==> src/tmb_pkg.sv <==
// Constants shared by the capture timer register block
package tmb_pkg;
    // Register offsets on the byte bus
    localparam logic [3:0] OFF_IRQ_EN = 4'h5;
    localparam logic [3:0] OFF_IRQ_FLAG = 4'h6;
    localparam logic [3:0] OFF_RUN = 4'h7;
    localparam logic [3:0] OFF_DBG = 4'h8;
    localparam logic [3:0] OFF_STAGE = 4'h9;
    localparam logic [3:0] OFF_CNT_LO = 4'hA;
    localparam logic [3:0] OFF_CNT_HI = 4'hB;
    localparam logic [3:0] OFF_MATCH_CAPTURE_VALUE_LO = 4'hC;
    localparam logic [3:0] OFF_MATCH_CAPTURE_VALUE_HI = 4'hD;
    // Bit positions inside the one-bit registers
    localparam int BIT_SAMPLE_EVENT_IRQ = 0;
    localparam int BIT_RUN = 0;
    localparam int BIT_RUN_WHILE_HALTED = 0;
    // Reset values, counter bottom and count step
    localparam logic [7:0] RST_BYTE = 8'h00;
    localparam logic [15:0] RST_WORD = 16'h0000;
    localparam logic [15:0] CNT_BOTTOM = 16'h0000;
    localparam logic [15:0] CNT_STEP = 16'h0001;
    // Timer mode encodings
    localparam logic [2:0] MODE_INT = 3'h0;
    localparam logic [2:0] MODE_TIMEOUT = 3'h1;
    localparam logic [2:0] MODE_SAMPLE_EVENT_IRQ = 3'h2;
    localparam logic [2:0] MODE_FRQ = 3'h3;
    localparam logic [2:0] MODE_PW = 3'h4;
    localparam logic [2:0] MODE_FRQPW = 3'h5;
    localparam logic [2:0] MODE_SINGLE = 3'h6;
    localparam logic [2:0] MODE_PWM8 = 3'h7;
    // Phases of the combined frequency and pulse-width measurement
    typedef enum logic [1:0] {
        FP_IDLE,
        FP_HIGH,
        FP_LOW
    } tmb_phase_e;
endpackage : tmb_pkg

==> src/tmb_capture_timer.sv <==
// Capture timer: interrupt, status, debug, staging, counter and capture registers
`timescale 1ns/1ps
`default_nettype none

module tmb_capture_timer (
    input wire logic mclk,              // Peripheral clock
    input wire logic rst,               // Asynchronous reset, active high
    input wire logic clk_en,            // Freezes all state while low
    input wire logic [3:0] bus_addr,    // Byte offset
    input wire logic [7:0] bus_wdata,   // Write data
    input wire logic bus_wr,            // Write strobe
    input wire logic bus_rd,            // Read strobe
    input wire logic bus_from_debug,    // Access comes from the debug port
    output logic [7:0] bus_rdata,       // Read data, registered
    input wire logic timer_enable,      // Peripheral enable
    input wire logic [2:0] timer_mode_select, // Timer mode
    input wire logic event_input_enable, // Event input enable
    input wire logic event_edge,        // Event edge polarity select
    input wire logic event_in,          // Event level from event routing
    input wire logic cpu_halted,        // CPU stopped in break debug
    output logic sample_event_irq,      // Capture interrupt request
    output logic pwm_out                // PWM8 waveform
);

    // Register state
    logic [15:0] cnt_r, cnt_nxt;        // Counter
    logic [15:0] match_capture_value_r, match_capture_value_nxt;      // Capture/compare
    logic [7:0] stage_r;                // Shared staging byte
    logic irq_en_r;                     // Capture interrupt enable
    logic flag_r;                       // Capture flag
    logic run_while_halted_r;                     // Keep running in debug halt
    logic run_r, run_nxt;               // Counter running
    logic ev_prev_r;                    // Previous event level
    logic [7:0] rdata_r;                // Registered read data
    logic pwm_r, pwm_nxt;               // PWM waveform
    tmb_pkg::tmb_phase_e phase_r, phase_nxt; // Combined-mode phase
    logic flag_set;                     // Hardware sets the flag

    // Bus decode
    wire wr_en = clk_en & bus_wr;
    wire rd_en = clk_en & bus_rd;
    wire wr_cnt_lo = wr_en & (bus_addr == tmb_pkg::OFF_CNT_LO);
    wire wr_match_capture_value_lo = wr_en & (bus_addr == tmb_pkg::OFF_MATCH_CAPTURE_VALUE_LO);
    wire wr_hi = wr_en & ((bus_addr == tmb_pkg::OFF_CNT_HI) |
                          (bus_addr == tmb_pkg::OFF_MATCH_CAPTURE_VALUE_HI));
    wire wr_stage = wr_en & (bus_addr == tmb_pkg::OFF_STAGE);
    wire rd_cnt_lo = rd_en & (bus_addr == tmb_pkg::OFF_CNT_LO);
    wire rd_match_capture_value_lo = rd_en & (bus_addr == tmb_pkg::OFF_MATCH_CAPTURE_VALUE_LO);
    wire wr_flag_clr = wr_en & (bus_addr == tmb_pkg::OFF_IRQ_FLAG) &
                       bus_wdata[tmb_pkg::BIT_SAMPLE_EVENT_IRQ];

    // Mode decode
    wire [2:0] mode = timer_mode_select;
    wire capture_mode = (mode == tmb_pkg::MODE_SAMPLE_EVENT_IRQ) | (mode == tmb_pkg::MODE_FRQ) |
                        (mode == tmb_pkg::MODE_PW) | (mode == tmb_pkg::MODE_FRQPW);

    // Timer advances only when enabled and not held by a debug break
    wire tick = clk_en & timer_enable & ~(cpu_halted & ~run_while_halted_r);

    // Event edges, honoured only while ticking and with the input enabled
    wire ev_ok = tick & event_input_enable;
    wire ev_pos = ev_ok & event_in & ~ev_prev_r;
    wire ev_neg = ev_ok & ~event_in & ev_prev_r;
    wire ev_act = event_edge ? ev_neg : ev_pos;   // Primary edge
    wire ev_opp = event_edge ? ev_pos : ev_neg;   // Opposite edge

    // Top comparisons
    wire at_top16 = (cnt_r == match_capture_value_r);
    wire at_top8 = (cnt_r[7:0] == match_capture_value_r[7:0]);
    wire [15:0] cnt_inc = cnt_r + tmb_pkg::CNT_STEP;

    // Mode sequencing: counter, capture, run state and flag set
    always_comb begin
        cnt_nxt = cnt_r;
        match_capture_value_nxt = match_capture_value_r;
        run_nxt = run_r;
        phase_nxt = phase_r;
        pwm_nxt = pwm_r;
        flag_set = 1'b0;
        if (!timer_enable) begin
            // Disabled timer is stopped
            run_nxt = 1'b0;
            phase_nxt = tmb_pkg::FP_IDLE;
        end else if (tick) begin
            unique case (mode)
                tmb_pkg::MODE_INT: begin
                    run_nxt = 1'b1;
                    if (at_top16) begin
                        cnt_nxt = tmb_pkg::CNT_BOTTOM;
                        flag_set = 1'b1;
                    end else begin
                        cnt_nxt = cnt_inc;
                    end
                end
                tmb_pkg::MODE_TIMEOUT: begin
                    // Primary edge starts, opposite edge stops
                    if (ev_act) begin
                        run_nxt = 1'b1;
                    end else if (ev_opp) begin
                        run_nxt = 1'b0;
                    end
                    if (run_r) begin
                        if (at_top16) begin
                            cnt_nxt = tmb_pkg::CNT_BOTTOM;
                            flag_set = 1'b1;
                        end else begin
                            cnt_nxt = cnt_inc;
                        end
                    end
                end
                tmb_pkg::MODE_SAMPLE_EVENT_IRQ: begin
                    run_nxt = 1'b1;
                    cnt_nxt = cnt_inc;
                    if (ev_act) begin
                        match_capture_value_nxt = cnt_r;
                        flag_set = 1'b1;
                    end
                end
                tmb_pkg::MODE_FRQ: begin
                    run_nxt = 1'b1;
                    if (ev_act) begin
                        match_capture_value_nxt = cnt_r;
                        cnt_nxt = tmb_pkg::CNT_BOTTOM;
                        flag_set = 1'b1;
                    end else begin
                        cnt_nxt = cnt_inc;
                    end
                end
                tmb_pkg::MODE_PW: begin
                    run_nxt = 1'b1;
                    if (ev_act) begin
                        cnt_nxt = tmb_pkg::CNT_BOTTOM;
                    end else begin
                        cnt_nxt = cnt_inc;
                        if (ev_opp) begin
                            match_capture_value_nxt = cnt_r;
                            flag_set = 1'b1;
                        end
                    end
                end
                tmb_pkg::MODE_FRQPW: begin
                    if (run_r) begin
                        cnt_nxt = cnt_inc;
                    end
                    unique case (phase_r)
                        tmb_pkg::FP_IDLE: begin
                            // First primary edge clears and starts
                            if (ev_act) begin
                                cnt_nxt = tmb_pkg::CNT_BOTTOM;
                                run_nxt = 1'b1;
                                phase_nxt = tmb_pkg::FP_HIGH;
                            end
                        end
                        tmb_pkg::FP_HIGH: begin
                            // Opposite edge captures the pulse width
                            if (ev_opp) begin
                                match_capture_value_nxt = cnt_r;
                                phase_nxt = tmb_pkg::FP_LOW;
                            end
                        end
                        tmb_pkg::FP_LOW: begin
                            // Second primary edge stops and flags
                            if (ev_act) begin
                                run_nxt = 1'b0;
                                cnt_nxt = cnt_r;
                                flag_set = 1'b1;
                                phase_nxt = tmb_pkg::FP_IDLE;
                            end
                        end
                        default: begin
                            phase_nxt = tmb_pkg::FP_IDLE;
                        end
                    endcase
                end
                tmb_pkg::MODE_SINGLE: begin
                    // Either edge starts when edge select is set
                    if (!run_r && (ev_act || (event_edge && ev_opp))) begin
                        run_nxt = 1'b1;
                    end
                    if (run_r) begin
                        if (at_top16) begin
                            cnt_nxt = tmb_pkg::CNT_BOTTOM;
                            run_nxt = 1'b0;
                            flag_set = 1'b1;
                        end else begin
                            cnt_nxt = cnt_inc;
                        end
                    end
                end
                tmb_pkg::MODE_PWM8: begin
                    run_nxt = 1'b1;
                    if (at_top8) begin
                        cnt_nxt = tmb_pkg::CNT_BOTTOM;
                        flag_set = 1'b1;
                        pwm_nxt = 1'b1;
                    end else begin
                        cnt_nxt = cnt_inc;
                        if (cnt_r[7:0] == match_capture_value_r[15:8]) begin
                            pwm_nxt = 1'b0;
                        end
                    end
                end
            endcase
        end
        // Writes of the low byte commit the staged high byte
        if (wr_cnt_lo) begin
            cnt_nxt = {stage_r, bus_wdata};
        end
        if (wr_match_capture_value_lo) begin
            match_capture_value_nxt = {stage_r, bus_wdata};
        end
    end

    // Read data selection; low-byte reads return the live low byte
    wire [7:0] rd_sel =
        (bus_addr == tmb_pkg::OFF_IRQ_EN) ? {7'h00, irq_en_r} :
        (bus_addr == tmb_pkg::OFF_IRQ_FLAG) ? {7'h00, flag_r} :
        (bus_addr == tmb_pkg::OFF_RUN) ? {7'h00, run_r} :
        (bus_addr == tmb_pkg::OFF_DBG) ? {7'h00, run_while_halted_r} :
        (bus_addr == tmb_pkg::OFF_STAGE) ? stage_r :
        (bus_addr == tmb_pkg::OFF_CNT_LO) ? cnt_r[7:0] :
        (bus_addr == tmb_pkg::OFF_MATCH_CAPTURE_VALUE_LO) ? match_capture_value_r[7:0] :
        ((bus_addr == tmb_pkg::OFF_CNT_HI) ||
         (bus_addr == tmb_pkg::OFF_MATCH_CAPTURE_VALUE_HI)) ? stage_r :
        tmb_pkg::RST_BYTE;

    // Flag clear sources; a hardware set in the same cycle wins
    wire flag_clr = wr_flag_clr | (rd_match_capture_value_lo & capture_mode);

    // Counter, capture and run state
    always_ff @(posedge mclk or posedge rst) begin
        if (rst) begin
            cnt_r <= tmb_pkg::RST_WORD;
            match_capture_value_r <= tmb_pkg::RST_WORD;
            run_r <= 1'b0;
            phase_r <= tmb_pkg::FP_IDLE;
            pwm_r <= 1'b0;
            ev_prev_r <= 1'b0;
        end else if (clk_en) begin
            cnt_r <= cnt_nxt;
            match_capture_value_r <= match_capture_value_nxt;
            run_r <= run_nxt;
            phase_r <= phase_nxt;
            pwm_r <= pwm_nxt;
            if (tick) begin
                ev_prev_r <= event_in;
            end
        end
    end

    // Flag with set priority over clear
    always_ff @(posedge mclk or posedge rst) begin
        if (rst) begin
            flag_r <= 1'b0;
        end else if (clk_en) begin
            flag_r <= flag_set | (flag_r & ~flag_clr);
        end
    end

    // Control registers; run bit ignores all writes
    always_ff @(posedge mclk or posedge rst) begin
        if (rst) begin
            irq_en_r <= 1'b0;
            run_while_halted_r <= 1'b0;
        end else if (wr_en) begin
            if (bus_addr == tmb_pkg::OFF_IRQ_EN) begin
                irq_en_r <= bus_wdata[tmb_pkg::BIT_SAMPLE_EVENT_IRQ];
            end
            if (bus_addr == tmb_pkg::OFF_DBG) begin
                run_while_halted_r <= bus_wdata[tmb_pkg::BIT_RUN_WHILE_HALTED];
            end
        end
    end

    // Staging byte: high writes, direct writes, low-byte reads
    always_ff @(posedge mclk or posedge rst) begin
        if (rst) begin
            stage_r <= tmb_pkg::RST_BYTE;
        end else if (wr_hi || wr_stage) begin
            stage_r <= bus_wdata;
        end else if (rd_cnt_lo) begin
            stage_r <= cnt_r[15:8];
        end else if (rd_match_capture_value_lo) begin
            stage_r <= match_capture_value_r[15:8];
        end
    end

    // Registered read data
    always_ff @(posedge mclk or posedge rst) begin
        if (rst) begin
            rdata_r <= tmb_pkg::RST_BYTE;
        end else if (rd_en) begin
            rdata_r <= rd_sel;
        end
    end

    assign bus_rdata = rdata_r;
    assign sample_event_irq = flag_r & irq_en_r;
    assign pwm_out = pwm_r;

endmodule : tmb_capture_timer

`default_nettype wire

==> config.mk <==
export PLATFORM = sky130hd
export DESIGN_NAME = tmb_capture_timer
export DESIGN_NICKNAME = d
export VERILOG_FILES = /design/src/tmb_pkg.sv /design/src/tmb_capture_timer.sv
export SDC_FILE = /design/constraint.sdc
export NUM_CORES = 1
export LEC_CHECK = 0
export ABC_CLOCK_PERIOD_IN_PS = 2400
export BUFFER_PORTS_ARGS = -buffer_cell sky130_fd_sc_hd__buf_2
export CORE_ASPECT_RATIO = 1.25
export CORE_MARGIN = 3
export CORE_UTILIZATION = 50
export DETAILED_ROUTE_END_ITERATION = 10
export PLACE_DENSITY = 0.67
export SETUP_SLACK_MARGIN = 0.05
export SLEW_MARGIN = 20
export SYNTH_ARGS = -nofsm -noshare
export SYNTH_HDL_FRONTEND = slang
export SYNTH_SLANG_ARGS = --single-unit
export TNS_END_PERCENT = 50
==> constraint.sdc <==
create_clock -name mclk -period 2.4 [get_ports mclk]
set_input_delay 0.36 -clock mclk [delete_from_list [all_inputs] [get_ports mclk]]
set_output_delay 0.36 -clock mclk [all_outputs]
set_load 0.005 [all_outputs]
==> impl_metrics.tcl <==
set metrics [dict create \
    yosys_register_bits 56 \
    die-area_um2 9780 \
    max_cap_violations 0 \
    setup_viol 0 \
    wl_per_cell_um 20.8 \
    clock.fmax_mhz 441 \
    synth_nets 543 \
    critPathMaxFanout 5 \
    yosysWarningCount 0 \
    grt_usage_pct 29.4 \
    arrival_ns 2.49 \
    rr_worst_depth 7 \
    dr_total_vias 4185 \
    power_mw 3.36 \
    vias_per_cell 6.34 \
    cts_buffers 5 \
    ys_top_cells_by_area "dfrtp_1 (32%), xnor2_1 (5.7%), mux2i_1 (5.3%)" \
    areaGrowthSynthToFinish_pct 13.7 \
    synth_cells 516 \
    grt_antenna_before_repair 0 \
    tightest_slew_ns 0.614 \
    dp_hpwl_mm 10.3 \
    finalCritPeriodShare_pct 94.6 \
    synthesis.area_um2 4310 \
    end_kind "flop" \
    place.gp.congestion 0.983 \
    cts_tree "built" \
    clockBufferDepth 2 \
    fin_setup_tns_ns 0 \
    portBuffers 34 \
    postPlaceCellArea_um2 4780 \
    avgSynthCellArea_um2 8.36 \
    clk_latency_ns 0.33 \
    start_util_pct 51.8 \
    hold_path_class "in2async" \
    rsz0062_at_grt "false" \
    yosys.area.top_type "dfrtp_1" \
    cts.clk_slew.worst_paths_ns 0.11 \
    ant_nets 0 \
    wirelength_mm 13.7 \
    synth-main-ff-cell "dfrtp_1" \
    ir_drop_uv 618 \
    criticalPathCategory "reg2reg" \
    h-tree-depth 2 \
    postCtsHoldBufs 0 \
    fp.dieH_um 110 \
    synth-edff-count 0 \
    crit_path_start_kind "flop" \
    cts-root-buf "clkbuf_8" \
    power_density_nw_per_um2 685 \
    row_count 37 \
    finalHoldViolations 0 \
    async_reset_ff_share_pct 100 \
    final_nets 589 \
    grt_max_degree 33 \
    crit_required_ns 2.62 \
    drv_slew 0 \
    fp.dieW_um 89.1 \
    stdcell_area_um2 4900 \
    grt_pass1_vias 4117 \
    status "finished, final reports clean" \
    drt_iter0_markers 304 \
    synth.distinct_cells 74 \
    core_area_um2 8330 \
    io_pins 36 \
    grt_pass1_wl_mm 21.6 \
    fin_skew_ns 0.00491 \
    drive_gt1_share_pct 21.7 \
    clock_sinks 56 \
    first_pass_iters 5 \
    r2r-start "cnt_r[2]" \
    startpoint "cnt_r[2]" \
    max_slew_margin_pct 59.0 \
    num_antenna_cells 0 \
    drc_errors 0 \
    overflow 0 \
    finalCriticalPeriod_ns 2.27 \
    yosysSeqAreaShare_pct 32.5 \
    synth_top_cell_area_share_pct 32.5 \
    p_leak_nw 2.05 \
]
-- what timing repair did --
| action | CTS | global route |
|---|---|---|
| buffers inserted | 0 | 1 |
| setup endpoints to repair | 0 | 11 |
| resized for setup | 0 | 5 |
-- sequential cells by signal, indices dropped and copies added, names as in the netlist --
signal / cells
cnt_r: 16
run_r: 1
ev_prev_r: 1
match_capture_value_r: 16
phase_r: 2
bus_rdata: 8
flag_r: 1
pwm_out: 1
run_while_halted_r: 1
stage_r: 8
irq_en_r: 1
-- kinds of logic after synthesis --
| group | count (synthesis) | share of synthesized area [%] |
|---|---|---|
| fa+ha+maj | 1 | 0.290 |
| buf+inv | 55 | 5.92 |
| mux | 27 | 6.38 |
| flops | 56 | 32.5 |
| xor+xnor | 31 | 6.30 |
| compound gates | 161 | 26.1 |
| simple gates | 185 | 22.5 |
-- where the power goes --
group          internal [mW]  leakage, nW  switching (mW)  total [mW]
Sequential              1.17        0.698           0.286        1.45
Clock                  0.208       0.0445           0.345       0.553
Combinational          0.632         1.31           0.717        1.35
Total                   2.01         2.05            1.35        3.36
-- cell usage after synthesis (5+ instances only) --
library cell	n
dfrtp_1	56
nor2_1	50
nand2_1	45
a21oi_1	41
o21ai_0	36
clkbuf_1	28
xnor2_1	28
mux2i_1	23
a22oi_1	11
and3_1	11
buf_2	11
nand3_1	11
inv_1	10
nand4_1	10
nor3_1	9
a22o_1	8
o22ai_1	7
o31ai_1	6
or3_1	6
and2_1	5
nand2b_1	5
-- final timing paths --
| check | endpoint | slack, ns |
|---|---|---|
| worst max register to register | cnt_r[10] | 0.13 |
| worst min-delay path | match_capture_value_r[7] | 0.09 |
| worst max-delay path | cnt_r[10] | 0.13 |
| min in group mclk | cnt_r[2] | 0.31 |
| max in group asynchronous | cnt_r[0] | 1.73 |
| worst min register to register | bus_rdata[7] | 0.51 |
-- cell type report --
cell class | count | area (um2)
well taps | 97 | 121
flip-flops and latches | 56 | 1400
repair buffers | 84 | 571
fillers | 794 | 3430
clock inverters | 3 | 21.3
clock buffers | 5 | 68.8
multi-input cells | 405 | 2680
inverters | 10 | 37.5
-- stage by stage --
| step | hold WS, ns | instances | setup WS [ns] | utilization [%] |
|---|---|---|---|---|
| 6_report | 0.0919 | 660 | 0.130 | 58.8 |
| 2_1_floorplan | 0.477 | 516 | 0.242 | - |
| 5_1_grt | 0.108 | 660 | 0.0120 | 58.8 |
| 4_1_cts | 0.0966 | 659 | 0.0544 | 58.4 |
| 3_3_place_gp | 0.464 | 651 | 0.102 | 57.4 |
| 3_5_place_dp | 0.465 | 651 | 0.0354 | 57.4 |
-- worst max-delay path: stages, from the launching register on --
cell and delay [ns]:
dfrtp_1 0.42, xnor2_1 0.25, nand4_1 0.26, o41ai_4 0.46, and3_2 0.31, buf_4 0.18, a2111oi_4 0.05, a211o_1 0.24
-- placed cells by master, fill, tap and decap left out, types with 3 or more instances in the layout --
cell type	Yosys	layout
a211o_1	3	3
a21oi_1	41	41
a221oi_1	3	3
a22o_1	8	8
a22oi_1	11	11
a31oi_1	4	4
and2_1	5	5
and3_1	11	10
and3b_1	3	3
and4_1	3	3
buf_2	11	34
buf_4	0	48
clkbuf_8	0	5
dfrtp_1	56	55
inv_1	10	9
mux2_2	4	4
mux2i_1	23	23
nand2_1	45	45
nand2b_1	5	5
nand3_1	11	11
nand4_1	10	10
nor2_1	50	50
nor2b_1	4	4
nor3_1	9	9
nor3b_1	3	3
nor4_1	4	4
o2111ai_1	3	3
o211ai_1	3	3
o21ai_0	36	36
o21ai_1	3	3
o22ai_1	7	7
o31ai_1	6	6
o41ai_1	4	3
or3_1	6	5
xnor2_1	28	28
xor2_1	3	3
-- per-layer routing --
layer	share of wire (%)	global-route usage (%)
met1	41	36.5
met2	49	49.4
met3	5.2	3.60
met4	5.2	15.1
met5	0	0
No activity file was read; power rests on OpenSTA's default activity.
